[src/include/tdr_pkg.sv]
// Package with register map, field positions and encodings for the DES register block.
//------------------------------------------------------------------------------
// Summary of operation
// (RULE1) Mask register is read-only; bit 0 done, bits 1-4 buffer flags, bit 8 illegal.
// (RULE2) Block done flag sets when a block finishes; zero means output words invalid.
// (RULE3) Block done flag clears on start bit write and on soft reset bit write.
// (RULE4) Last-output mode off, manual or auto: reading an output word clears done flag.
// (RULE5) Last-output mode on, manual or auto: writing an input word clears done flag.
// (RULE6) In DMA start mode the done flag is set and cleared by the engine itself.
// (RULE7) Bit 1 shows receive counter reached zero since last receive count write.
// (RULE8) Bit 2 shows transmit counter reached zero since last transmit count write.
// (RULE9) Bit 3 reads one only while receive count and next receive count are zero.
// (RULE10) Bit 4 reads one only while transmit count and next count are zero.
// (RULE11) Illegal-access bit 8 sets on bad access, cleared only by soft reset.
// (RULE12) Access type at bits 13:12: 00 input,01 output,10 mode write,11 write-only read.
// (RULE13) Access type keeps only the latest code, reset only by soft reset.
// (RULE14) Three 64-bit keys, each two write-only words, first then last, never readable.
// (RULE15) Single DES uses only the first key; second key words are ignored.
// (RULE16) Third key words ignored in single DES and in two-key triple DES.
// (RULE17) Input block is two write-only words, word one first part, word two last.
// (RULE18) Output block is two read-only words, word one first part, word two last.
// (RULE19) Initialization vector is two write-only words, word one first, word two last.
// (RULE20) Software must not write the vector words in electronic code book mode.
// (RULE21) Enable register write ones set mask bits, disable register ones clear them.
// (RULE22) Key count select one picks two-key algorithm, zero picks three-key.
// (RULE23) Interrupt request high while any flag and its mask bit are both set.
// (RULE24) Reading a write-only register returns zero and records access type 11.
//------------------------------------------------------------------------------
package tdr_pkg;
  localparam logic [11:0] ADDR_CTRL  = 12'h000;
  localparam logic [11:0] ADDR_MODE  = 12'h004;
  localparam logic [11:0] ADDR_IEN   = 12'h010;
  localparam logic [11:0] ADDR_IDIS  = 12'h014;
  localparam logic [11:0] ADDR_IMASK = 12'h018;
  localparam logic [11:0] ADDR_ISTAT = 12'h01c;
  localparam logic [11:0] ADDR_KEY1  = 12'h020;
  localparam logic [11:0] ADDR_KEY2  = 12'h028;
  localparam logic [11:0] ADDR_KEY3  = 12'h030;
  localparam logic [11:0] ADDR_IDATA = 12'h040;
  localparam logic [11:0] ADDR_ODATA = 12'h050;
  localparam logic [11:0] ADDR_IV    = 12'h060;
  localparam logic [11:0] ADDR_RCNT  = 12'h104;
  localparam logic [11:0] ADDR_RNCNT = 12'h114;
  localparam logic [11:0] ADDR_TCNT  = 12'h10c;
  localparam logic [11:0] ADDR_TNCNT = 12'h11c;
  // Control bits.
  localparam int CTRL_START = 0;
  localparam int CTRL_SRST  = 8;
  // Mode register fields.
  localparam int MODE_CIPHER = 0;
  localparam int MODE_TRIPLE = 1;
  localparam int MODE_KEYSEL = 4;
  localparam int MODE_SM_LO  = 8;
  localparam int MODE_LOD    = 15;
  localparam logic [31:0] MODE_WMASK = 32'h0003_b313;
  localparam logic [1:0] SM_MANUAL = 2'h0;
  localparam logic [1:0] SM_AUTO   = 2'h1;
  localparam logic [1:0] SM_DMA    = 2'h2;
  // Status bit positions.
  localparam int ST_DONE = 0;
  localparam int ST_ERX  = 1;
  localparam int ST_ETX  = 2;
  localparam int ST_RXF  = 3;
  localparam int ST_TXE  = 4;
  localparam int ST_ILL  = 8;
  localparam int ST_TYP  = 12;
  localparam logic [31:0] IRQ_BITS = 32'h0000_011f;
  localparam logic [1:0] ILL_IN_DMA  = 2'h0;
  localparam logic [1:0] ILL_OUT_RD  = 2'h1;
  localparam logic [1:0] ILL_MODE_WR = 2'h2;
  localparam logic [1:0] ILL_WO_RD   = 2'h3;
  // Engine timing.
  localparam logic [5:0] ENGINE_CYCLES = 6'd48;
  typedef enum logic [2:0] {
    TDR_IDLE = 3'b001,
    TDR_BUSY = 3'b010,
    TDR_DONE = 3'b100
  } tdr_state_e;
endpackage : tdr_pkg

[src/design/tdr_regs.sv]
// DES register block: APB slave, status flags, key/data/vector storage and engine sequencer.
`timescale 1ns/100ps
module tdr_regs (
  input  wire logic        CLOCK,
  input  wire logic        SRST,
  input  wire logic        PSEL,
  input  wire logic        PENABLE,
  input  wire logic        PWRITE,
  input  wire logic [11:0] PADDR,
  input  wire logic [31:0] PWDATA,
  output logic      [31:0] PRDATA,
  output logic             PREADY,
  output logic             PSLVERR,
  input  wire logic        RX_DMA_ZERO,
  input  wire logic        TX_DMA_ZERO,
  input  wire logic [63:0] ENGINE_RESULT,
  output logic      [63:0] ENGINE_BLOCK,
  output logic      [63:0] ENGINE_KEY1,
  output logic      [63:0] ENGINE_KEY2,
  output logic      [63:0] ENGINE_KEY3,
  output logic      [63:0] ENGINE_IV,
  output logic             ENGINE_START,
  output logic             IRQ
);
  import tdr_pkg::*;

  //----------------------------------------------------------------------------
  // Bus decode
  //----------------------------------------------------------------------------
  logic        acc;
  logic        wr;
  logic        rd;
  logic [11:0] a;
  assign acc = PSEL & PENABLE & ~PREADY;
  assign wr  = acc & PWRITE;
  assign rd  = acc & ~PWRITE;
  assign a   = {PADDR[11:2], 2'b00};

  // Matches a two-word group at its base address.
  function automatic logic in_pair(input logic [11:0] adr, input logic [11:0] base);
    in_pair = (adr == base) || (adr == base + 12'h004);
  endfunction : in_pair

  logic        soft_rst;
  logic        start_wr;
  logic [31:0] mode_r;
  logic [31:0] mask_r;
  logic [63:0] key1_r;
  logic [63:0] key2_r;
  logic [63:0] key3_r;
  logic [63:0] idata_r;
  logic [63:0] odata_r;
  logic [63:0] iv_r;
  logic [15:0] rcnt_r;
  logic [15:0] rncnt_r;
  logic [15:0] tcnt_r;
  logic [15:0] tncnt_r;
  logic        done_r;
  logic        erx_r;
  logic        etx_r;
  logic        ill_r;
  logic [1:0]  typ_r;
  logic [5:0]  cnt_r;
  tdr_state_e  state_r;
  logic        busy;
  logic        dma;
  logic        last_output_mode;
  logic        manual_auto;
  logic        in_wr;
  logic        out_rd;
  logic        wo_rd;
  logic [31:0] status;

  assign soft_rst    = wr && (a == ADDR_CTRL) && PWDATA[CTRL_SRST];
  assign start_wr    = wr && (a == ADDR_CTRL) && PWDATA[CTRL_START];
  assign busy        = (state_r == TDR_BUSY);
  assign dma         = (mode_r[MODE_SM_LO +: 2] == SM_DMA);
  assign last_output_mode         = mode_r[MODE_LOD];
  assign manual_auto = (mode_r[MODE_SM_LO +: 2] == SM_MANUAL) ||
                       (mode_r[MODE_SM_LO +: 2] == SM_AUTO);
  assign in_wr       = wr && in_pair(a, ADDR_IDATA);
  assign out_rd      = rd && in_pair(a, ADDR_ODATA);
  // Write-only locations: control, enable/disable, keys, input data and vector.
  assign wo_rd = rd && ((a == ADDR_CTRL) || (a == ADDR_IEN) || (a == ADDR_IDIS) ||
                 in_pair(a, ADDR_KEY1) || in_pair(a, ADDR_KEY2) || in_pair(a, ADDR_KEY3) ||
                 in_pair(a, ADDR_IDATA) || in_pair(a, ADDR_IV));

  //----------------------------------------------------------------------------
  // Mode and interrupt mask
  //----------------------------------------------------------------------------
  // Mode writes are accepted even while busy; the access is flagged as illegal.
  always_ff @(posedge CLOCK) begin
    if (SRST || soft_rst) begin
      mode_r <= 32'h0000_0000;
    end else if (wr && a == ADDR_MODE) begin
      mode_r <= PWDATA & MODE_WMASK;
    end
  end

  // Set by enable writes, cleared by disable writes; zeros leave bits alone.
  always_ff @(posedge CLOCK) begin
    if (SRST || soft_rst) begin
      mask_r <= 32'h0000_0000;
    end else if (wr && a == ADDR_IEN) begin
      mask_r <= mask_r | (PWDATA & IRQ_BITS); // [RULE21]
    end else if (wr && a == ADDR_IDIS) begin
      mask_r <= mask_r & ~(PWDATA & IRQ_BITS); // [RULE21]
    end
  end

  //----------------------------------------------------------------------------
  // Write-only key, data and vector words
  //----------------------------------------------------------------------------
  // Word one fills the upper half so the block reads first-to-last from the top.
  always_ff @(posedge CLOCK) begin
    if (SRST || soft_rst) begin
      key1_r  <= 64'h0;
      key2_r  <= 64'h0;
      key3_r  <= 64'h0;
      idata_r <= 64'h0;
      iv_r    <= 64'h0;
    end else if (wr) begin
      if (a == ADDR_KEY1)            key1_r[63:32]  <= PWDATA; // [RULE14]
      if (a == ADDR_KEY1 + 12'h004)  key1_r[31:0]   <= PWDATA; // [RULE14]
      if (a == ADDR_KEY2)            key2_r[63:32]  <= PWDATA; // [RULE14]
      if (a == ADDR_KEY2 + 12'h004)  key2_r[31:0]   <= PWDATA; // [RULE14]
      if (a == ADDR_KEY3)            key3_r[63:32]  <= PWDATA; // [RULE14]
      if (a == ADDR_KEY3 + 12'h004)  key3_r[31:0]   <= PWDATA; // [RULE14]
      if (a == ADDR_IDATA)           idata_r[63:32] <= PWDATA; // [RULE17]
      if (a == ADDR_IDATA + 12'h004) idata_r[31:0]  <= PWDATA; // [RULE17]
      if (a == ADDR_IV)              iv_r[63:32]    <= PWDATA; // [RULE19]
      if (a == ADDR_IV + 12'h004)    iv_r[31:0]     <= PWDATA; // [RULE19]
    end
  end

  // Keys the datapath sees; unused keys are replaced so stale words never leak in.
  always_ff @(posedge CLOCK) begin
    if (SRST) begin
      ENGINE_KEY1  <= 64'h0;
      ENGINE_KEY2  <= 64'h0;
      ENGINE_KEY3  <= 64'h0;
      ENGINE_BLOCK <= 64'h0;
      ENGINE_IV    <= 64'h0;
    end else begin
      ENGINE_KEY1  <= key1_r;
      ENGINE_KEY2  <= mode_r[MODE_TRIPLE] ? key2_r : key1_r; // [RULE15]
      ENGINE_KEY3  <= (mode_r[MODE_TRIPLE] && !mode_r[MODE_KEYSEL]) ? key3_r : // [RULE16]
                      key1_r; // [RULE22]
      ENGINE_BLOCK <= idata_r;
      ENGINE_IV    <= iv_r;
    end
  end

  //----------------------------------------------------------------------------
  // DMA counters kept locally for the buffer flags
  //----------------------------------------------------------------------------
  // The DMA channel reports counter exhaustion by pulses; counts mirror software writes.
  always_ff @(posedge CLOCK) begin
    if (SRST) begin
      rcnt_r  <= 16'h0;
      rncnt_r <= 16'h0;
      tcnt_r  <= 16'h0;
      tncnt_r <= 16'h0;
      erx_r   <= 1'b0;
      etx_r   <= 1'b0;
    end else begin
      if (wr && a == ADDR_RCNT)  rcnt_r  <= PWDATA[15:0];
      if (wr && a == ADDR_RNCNT) rncnt_r <= PWDATA[15:0];
      if (wr && a == ADDR_TCNT)  tcnt_r  <= PWDATA[15:0];
      if (wr && a == ADDR_TNCNT) tncnt_r <= PWDATA[15:0];
      if (RX_DMA_ZERO) begin
        erx_r <= 1'b1; // [RULE7]
      end else if (wr && (a == ADDR_RCNT || a == ADDR_RNCNT)) begin
        erx_r <= 1'b0; // [RULE7]
      end
      if (TX_DMA_ZERO) begin
        etx_r <= 1'b1; // [RULE8]
      end else if (wr && (a == ADDR_TCNT || a == ADDR_TNCNT)) begin
        etx_r <= 1'b0; // [RULE8]
      end
    end
  end

  //----------------------------------------------------------------------------
  // Engine sequencer
  //----------------------------------------------------------------------------
  // Manual starts on the start bit, auto and DMA on the second input word.
  always_ff @(posedge CLOCK) begin
    if (SRST || soft_rst) begin
      state_r      <= TDR_IDLE;
      cnt_r        <= 6'd0;
      ENGINE_START <= 1'b0;
      odata_r      <= 64'h0;
    end else begin
      ENGINE_START <= 1'b0;
      case (state_r)
        TDR_IDLE, TDR_DONE: begin
          if ((start_wr && mode_r[MODE_SM_LO +: 2] == SM_MANUAL) ||
              (wr && a == ADDR_IDATA + 12'h004 && mode_r[MODE_SM_LO +: 2] != SM_MANUAL)) begin
            state_r      <= TDR_BUSY;
            cnt_r        <= ENGINE_CYCLES;
            ENGINE_START <= 1'b1;
          end
        end
        TDR_BUSY: begin
          if (cnt_r == 6'd1) begin
            state_r <= TDR_DONE;
            odata_r <= ENGINE_RESULT; // [RULE18]
          end
          cnt_r <= cnt_r - 6'd1;
        end
        default: state_r <= TDR_IDLE;
      endcase
    end
  end

  //----------------------------------------------------------------------------
  // Status flags
  //----------------------------------------------------------------------------
  // Completion outranks any clear but a soft reset landing on the same edge.
  always_ff @(posedge CLOCK) begin
    if (SRST || soft_rst) begin
      done_r <= 1'b0; // [RULE3]
    end else if (busy && cnt_r == 6'd1) begin
      done_r <= 1'b1; // [RULE2] [RULE6]
    end else if (start_wr) begin
      done_r <= 1'b0; // [RULE3]
    end else if (dma && ENGINE_START) begin
      done_r <= 1'b0; // [RULE6]
    end else if (manual_auto && !last_output_mode && out_rd) begin
      done_r <= 1'b0; // [RULE4]
    end else if (manual_auto && last_output_mode && in_wr) begin
      done_r <= 1'b0; // [RULE5]
    end
  end

  // Illegal accesses; the newest code replaces the old one.
  always_ff @(posedge CLOCK) begin
    if (SRST || soft_rst) begin
      ill_r <= 1'b0; // [RULE11]
      typ_r <= 2'h0; // [RULE13]
    end else if (wo_rd) begin
      ill_r <= 1'b1; // [RULE24]
      typ_r <= ILL_WO_RD; // [RULE12] [RULE24]
    end else if (busy && in_wr && dma) begin
      ill_r <= 1'b1; // [RULE11]
      typ_r <= ILL_IN_DMA; // [RULE12]
    end else if (busy && out_rd) begin
      ill_r <= 1'b1;
      typ_r <= ILL_OUT_RD; // [RULE12] [RULE13]
    end else if (busy && wr && a == ADDR_MODE) begin
      ill_r <= 1'b1;
      typ_r <= ILL_MODE_WR; // [RULE12]
    end
  end

  // Status word as software reads it; the buffer-level flags are derived live from the counts.
  always_comb begin
    status          = 32'h0;
    status[ST_DONE] = done_r;
    status[ST_ERX]  = erx_r;
    status[ST_ETX]  = etx_r;
    status[ST_RXF]  = (rcnt_r == 16'h0) && (rncnt_r == 16'h0); // [RULE9]
    status[ST_TXE]  = (tcnt_r == 16'h0) && (tncnt_r == 16'h0); // [RULE10]
    status[ST_ILL]  = ill_r;
    status[ST_TYP +: 2] = typ_r;
  end

  // Request follows masked status, registered so the pin is glitch free.
  always_ff @(posedge CLOCK) begin
    if (SRST) begin
      IRQ <= 1'b0;
    end else begin
      IRQ <= |(status & mask_r & IRQ_BITS); // [RULE23]
    end
  end

  //----------------------------------------------------------------------------
  // APB answer: one wait state, so every transfer ends in the second access cycle
  //----------------------------------------------------------------------------
  always_ff @(posedge CLOCK) begin
    if (SRST) begin
      PREADY  <= 1'b0;
      PRDATA  <= 32'h0;
      PSLVERR <= 1'b0;
    end else begin
      PREADY  <= acc;
      PSLVERR <= 1'b0;
      PRDATA  <= 32'h0;
      if (rd) begin
        case (a)
          ADDR_MODE:              PRDATA <= mode_r;
          ADDR_IMASK:             PRDATA <= mask_r; // [RULE1]
          ADDR_ISTAT:             PRDATA <= status;
          ADDR_ODATA:             PRDATA <= odata_r[63:32]; // [RULE18]
          ADDR_ODATA + 12'h004:   PRDATA <= odata_r[31:0]; // [RULE18]
          ADDR_RCNT:              PRDATA <= {16'h0, rcnt_r};
          ADDR_RNCNT:             PRDATA <= {16'h0, rncnt_r};
          ADDR_TCNT:              PRDATA <= {16'h0, tcnt_r};
          ADDR_TNCNT:             PRDATA <= {16'h0, tncnt_r};
          default:                PRDATA <= 32'h0; // [RULE14] [RULE24]
        endcase
      end
    end
  end
endmodule : tdr_regs

[config.mk]
export PLATFORM = sky130hd
export DESIGN_NAME = tdr_regs
export DESIGN_NICKNAME = d
export VERILOG_FILES = /design/src/include/tdr_pkg.sv /design/src/design/tdr_regs.sv
export SDC_FILE = /design/constraint.sdc
export NUM_CORES = 2
export LEC_CHECK = 0
export CAP_MARGIN = 10
export CORE_MARGIN = 10
export CORE_UTILIZATION = 45
export CTS_BUF_LIST = sky130_fd_sc_hd__clkbuf_8
export DETAILED_ROUTE_END_ITERATION = 8
export DONT_BUFFER_PORTS = 1
export PLACE_DENSITY = 0.58
export SYNTH_ARGS = -nofsm -noshare
export SYNTH_HDL_FRONTEND = slang
export SYNTH_SLANG_ARGS = --single-unit
[constraint.sdc]
create_clock -name CLOCK -period 2.1 [get_ports CLOCK]
set_input_delay 0.21 -clock CLOCK [delete_from_list [all_inputs] [get_ports CLOCK]]
set_output_delay 0.21 -clock CLOCK [all_outputs]
set_load 0.1 [all_outputs]
# After elaboration in Yosys (flattened, before gate mapping)
# Index checks and enable logic that the tools add are counted.
# W data, S select, Z words.
[totals] reg_bits=860 input_bits=115 out_inout_bits=356 elab_cells=185
[classes] add_sub_neg=1 eq_ne=29 muxes=28 bitwise_logic=12 reduce_logical=82
[op_table] cell="$pmux W32 S9" count=1
[op_table] cell="$mux W64" count=2
[op_table] cell="$logic_not A16 Y1" count=4
[op_table] cell="$mux W32" count=2
[op_table] cell="$eq A10 B4 Y1 const B" count=6
[op_table] cell="$eq A10 B5 Y1 const B" count=6
[op_table] cell="$eq A10 B3 Y1 const B" count=4
[op_table] cell="$eq A10 B7 Y1 const B" count=4
[op_table] cell="$and A32 B32 Y32" count=1
[op_table] cell="$logic_and A1 B1 Y1" count=32
[op_table] cell="$not A9 Y32" count=1
[op_table] cell="$or A32 B9 Y32" count=1
[op_table] cell="$reduce_and A2 Y1" count=13
[op_table] cell="$logic_or A1 B1 Y1" count=18
[op_table] cell="$mux W1" count=14
[op_table] cell="$logic_not A12 Y1" count=1
[op_table] cell="$pmux W6 S2" count=1
[op_table] cell="$eq A10 B1 Y1 const B" count=1
[op_table] cell="$reduce_bool A2 Y1" count=5
[op_table] cell="$and A9 B9 Y9" count=1
[op_table] cell="$mux W2" count=4
[op_table] cell="$eq A6 B1 Y1 const B" count=1
[op_table] cell="$mux W3" count=2
[op_table] cell="$mux W6" count=1
[op_table] cell="other kinds (17)" count=26

# Depth between registers and ports, before layout
[depth] ltp_word=10 ltp_mapped=9 ltp_nobuf=6

# Worst setup path after synthesis
# No wires, ideal clock.
[synth_path] path_kind="reg-to-reg" startpoint="register PREADY" endpoint="register PRDATA[15]" setup_ps=74 arrival_time_ps=2379 required_ps=2026 setup_slack_ps=-353 stages_incl_launch_ff=7 n_path_buf=1 period_less_slack_ps=2453 path_cell_list="dfxtp_1 -> nand4b_1 -> nor2_2 -> a31oi_1 -> nand3_1 -> buf_2 -> a31oi_1"
[synth_via] elab_chain_cells=5
[synth_rtl] element="from (decl)" line="tdr_regs.sv:12" text="output logic PREADY,"
[synth_rtl] element="from (signal assigned)" line="tdr_regs.sv:283" text="PREADY <= 1'b0;"
[synth_rtl] element="from (signal assigned)" line="tdr_regs.sv:287" text="PREADY <= acc;"
[synth_rtl] element="$not A1 Y1" line="tdr_regs.sv:34" text="assign acc = PSEL & PENABLE & ~PREADY;"
[synth_rtl] element="$and A1 B1 Y1" line="tdr_regs.sv:34"
[synth_rtl] element="$and A1 B1 Y1" line="tdr_regs.sv:36" text="assign rd = acc & ~PWRITE;"
[synth_rtl] element="$not A1 Y1 (no line)"
[synth_rtl] element="$reduce_or A2 Y1 (no line)"
[synth_rtl] element="to (signal assigned)" line="tdr_regs.sv:292" text="ADDR_MODE: PRDATA <= mode_r;"
[synth_rtl] element="to (signal assigned)" line="tdr_regs.sv:293" text="ADDR_IMASK: PRDATA <= mask_r;"
[synth_rtl] element="to (signal assigned)" line="tdr_regs.sv:294" text="ADDR_ISTAT: PRDATA <= status;"
[synth_rtl] element="to (decl)" line="tdr_regs.sv:11" text="output logic [31:0] PRDATA,"
# Every way passes these cells.
# A chain may end at the register's enable or synchronous reset.

# Worst setup path in the final report
[layout_path] startpoint="input port SRST" endpoint="register PRDATA[9]"
[layout_via] elab_chain_cells=1
[layout_rtl] element="from (decl)" line="tdr_regs.sv:5" text="input wire logic SRST,"
[layout_rtl] element="$reduce_or A2 Y1 (no line)"
# Every way passes these cells.

==> out/summary.md <==
- **minimum clock period** 2.16 ns
- **count of boundary I/O pins** 471
- **async set-or-reset flop fraction in the synthesized netlist** 0
- **cell family with the largest share of critical-path delay** buffers and inverters
- **distinct cell type count of the synthesized netlist** 58
- **number of global-route vias before repair** 26200
- **ratio of cells with drive above 1 in the final layout** 0.175
- **Cell Rows** 92
- **Worst Setup Slack, final** -0.0598 ns
- **global placement routability congestion** 0.901
- **Port Buffers** 0
- **TritonCTS clock tree** built
- **switching power** 7.12 mW
- **final clock skew** 0.0358 ns
- **count of nets after finishing** 4199
- **unrepaired setup endpoints after global routing** true
- **count of flip-flops with a built-in enable after synthesis** 0
- **DR WL/cell** 20.4 um
- **initial cell density of the core** 0.457
- **Synthesized Nets** 3441
- **die area** 74800 sq um
- **Tot GR Track Use** 0.263
- **global routing usage on met1** 0.318
- **hold path endpoint** PRDATA[18]
- **Sw Share** 0.232
- **number of design rule violations left after detail routing** 0
- **Max clock buf depth** 3
- **violated checks** setup timing
- **maximum number of pins on one net before global-route repair** 273
- **iteration count of the initial detailed-routing pass** 7
- **most frequent cells in the layout** nand2_1, dfxtp_1, a21oi_1, buf_4, dlygate4sd3_1
- **required arrival time at the worst endpoint** 2.76 ns
- **reg2reg start** PREADY
- **first-pass GRT wire length** 154 mm
- **final-report hold violation count** 0
- **endpoint arrival time on the critical path** 2.82 ns
- **status** complete, but fails checks
- **clock network power share** 0.457
- **Detailed Place HPWL** 64.7 mm
- **CTS root buf** clkbuf_8
- **Pwr per Cell Area** 776 nW/um^2
- **Clock Sink Count** 834
- **vias per cell** 5.25
- **post-place setup slack** 0.00988 ns
- **area of the mapped netlist** 28900 sq um
- **slowest stage cell, crit path** dlygate4sd3_1
- **sort of element at the end of the critical path** flop
- **Worst Hold Depth** 6
- **launching element type of the critical path** input port
- **Detailed Route Iter0 Violations** 2272
- **R2R depth** 7
- **number of warnings reported in the yosys synthesis log** 0
- **Max transition margin** 0.195
- **Setup CP Type** input port to flop
- **Cells after Synth** 3324
- **post-route ant nets** 0
- **flip-flop and latch count after synthesis** 834
- **Gate power share** 0.027
- **leakage power summed over all cells** 15.6 nW
- **share of power burned in registers** 0.515
- **Final Slew Violations** 0
- **total power** 30.7 mW
- **area inside the core boundary** 63300 sq um
- **beginning of the worst hold path** PADDR[7]
- **post-route clock period utilization** 1.03
- **die outline width** 274 um
- **class of the tightest hold or removal check** input port to flop
- **CP cell instances** dlygate4sd3_1 -> buf_16 -> a31oi_1 -> nand3_1 -> buf_12 -> a31oi_1
- **initial antenna violation count** 12
- **top fanout value on the critical path** 272
- **Worst Tran Pin Value** 1.20 ns
- **most frequently used flop master after synthesis** dfxtp_1
- **count of final setup violators** 10
- **Max-Cap Viols** 0
- **Synth Area per Inst** 8.70 sq um
- **met3 capacity usage during global routing** 0.0628
- **later-pin clock latency in the skew report** 0.80 ns
- **most numerous cell on the critical path** a31oi_1
- **number of inserted filler cells in the final layout** 5330
- **commonest non-fill, non-tap cell in the layout** nand2_1
- **VDD IR max** 0.622 mV
- **global routing usage on met2** 0.439
- **cts bufs inserted** 135
- **Int Pwr** 23.6 mW
- **Largest stage delay, worst path** 0.97 ns
- **Area growth syn-to-layout** 36.9%
- **destination of the worst register-to-register timing path** etx_r
- **vias after detailed routing** 26400
- **total congestion overflow** 0
- **Reg clk slew, reported paths** 0.06 ns
- **aggregate routed wire length** 102 mm
- **portion of the post-synthesis area used by sequential elements** 0.577
- **Die Span Y** 274 um
- **reg-to-reg slack, setup** 0.01 ns
- **Max Fclk** 463 MHz
- **buffers and inverters on the worst path** 3
- **most crowded layer after global routing** met2
- **number of H-tree levels** 4
==> per-layer routing <==
metal | part of all wire | vias up
li1 | - | 12400
met1 | 0.40 | 12600
met2 | 0.49 | 1190
met3 | 0.081 | 234
met4 | 0.038 | 4
met5 | 0.00022 | -
==> cells by family (layout without fill, tap and decap cells) <==
kind of cell,after synthesis,count (layout),synth area share
AO/OA/AOI/OAI,647,647,0.122
XOR/XNOR,2,2,0.000606
multiplexers,73,73,0.0254
adder cells (fa/ha/maj),2,2,0.000865
other,1,8,0.000130
buffers and inverters,264,1123,0.0480
AND/OR/NAND/NOR,1501,1501,0.226
flip-flops,834,834,0.577
==> how the worst max path moves through the flow <==
stage / cells past startpoint / end / slack (ns) / from
floorplan: 7 / state_r[1] / 0.11 / PREADY
global placement: 7 / mode_r[16] / 0.03 / PADDR[9]
detailed placement: 7 / mode_r[16] / 0.01 / PADDR[9]
CTS: 7 / tcnt_r[3] / 0.02 / PREADY
global route: 7 / rncnt_r[14] / -0.04 / PREADY
finish: 6 / PRDATA[9] / -0.06 / SRST
==> what timing repair did <==
| action | in CTS | in global routing |
|---|---|---|
| resized for setup | 0 | 19 |
| endpoints found under the setup margin | 0 | 234 |
| endpoints found under the hold margin | 826 | 8 |
| setup buffers | 0 | 11 |
| hold buffers | 392 | 1 |
==> synthesized netlist by cell type, drive strengths merged, types with 2 or more instances <==
cell type  number  area share
a211oi          2     0.00052
nor3b           2     0.00052
a222oi         18      0.0062
o21ai           3     0.00052
a32oi           3     0.00091
ha              2     0.00086
a22o            3     0.00091
o41ai           2     0.00087
or4             3     0.00078
a21oi         551       0.095
xnor2           2     0.00061
nor4           26      0.0069
o22ai           3     0.00065
a22oi          32      0.0083
o31ai           6      0.0016
dfxtp         834        0.58
buf           114       0.029
o2bb2ai         3     0.00091
nand3          10      0.0017
mux2            4      0.0016
and3           10      0.0022
o31a            2     0.00061
o2111ai         2     0.00061
nand2b          4     0.00086
or4b            4      0.0014
nand4b          2     0.00061
mux2i          69       0.024
a221oi          4      0.0012
nor3           29      0.0076
inv             3     0.00039
nand4           5      0.0011
and4            3     0.00091
nand2        1081        0.14
nor2b         198       0.043
a31oi          10      0.0022
nand3b          3     0.00078
clkbuf        147       0.019
nor4b           3      0.0013
nor2          115       0.015
==> power groups by stage <==
stage               Combinational [mW]  Sequential (mW)  Clock, mW
detailed placement               0.330             16.2          0
finish                           0.839             15.8       14.0
floorplan                        0.469             16.2          0
global route                     0.866             15.8       15.0
CTS                              0.812             15.8       14.2
global placement                 0.326             16.2          0
==> cell type report <==
cell class,count,area (sq um),share of cell area
diodes,7,17.5,0.000442
clock buffers,170,2340,0.0591
multi-input cells,2226,11000,0.277
well taps,846,1060,0.0267
clock inverters,68,414,0.0105
inverters,3,11.3,0.000284
repair buffers,882,8080,0.204
flip-flops and latches,834,16700,0.422
==> tightest hold or removal path: stages <==
cell	delay, ns
nor4b_4	0.03
nand2_1	0.10
nor2_2	0.05
buf_4	0.15
a22oi_1	0.18
nor2_1	0.06
==> through the flow <==
step | std cells | utilization | cell area [sq um] | hold WS [ns] | setup TNS, ns
2_1_floorplan | 3324 | - | 28900 | 0.328 | 0
3_3_place_gp | 4385 | 0.516 | 32700 | 0.334 | 0
3_5_place_dp | 4385 | 0.516 | 32700 | 0.339 | 0
4_1_cts | 5015 | 0.622 | 39400 | 0.00214 | 0
5_1_grt | 5035 | 0.626 | 39600 | 0.0273 | -0.129
6_report | 5036 | 0.626 | 39600 | 0.0414 | -0.265
Note: power is estimated with default switching activity, not from simulation.
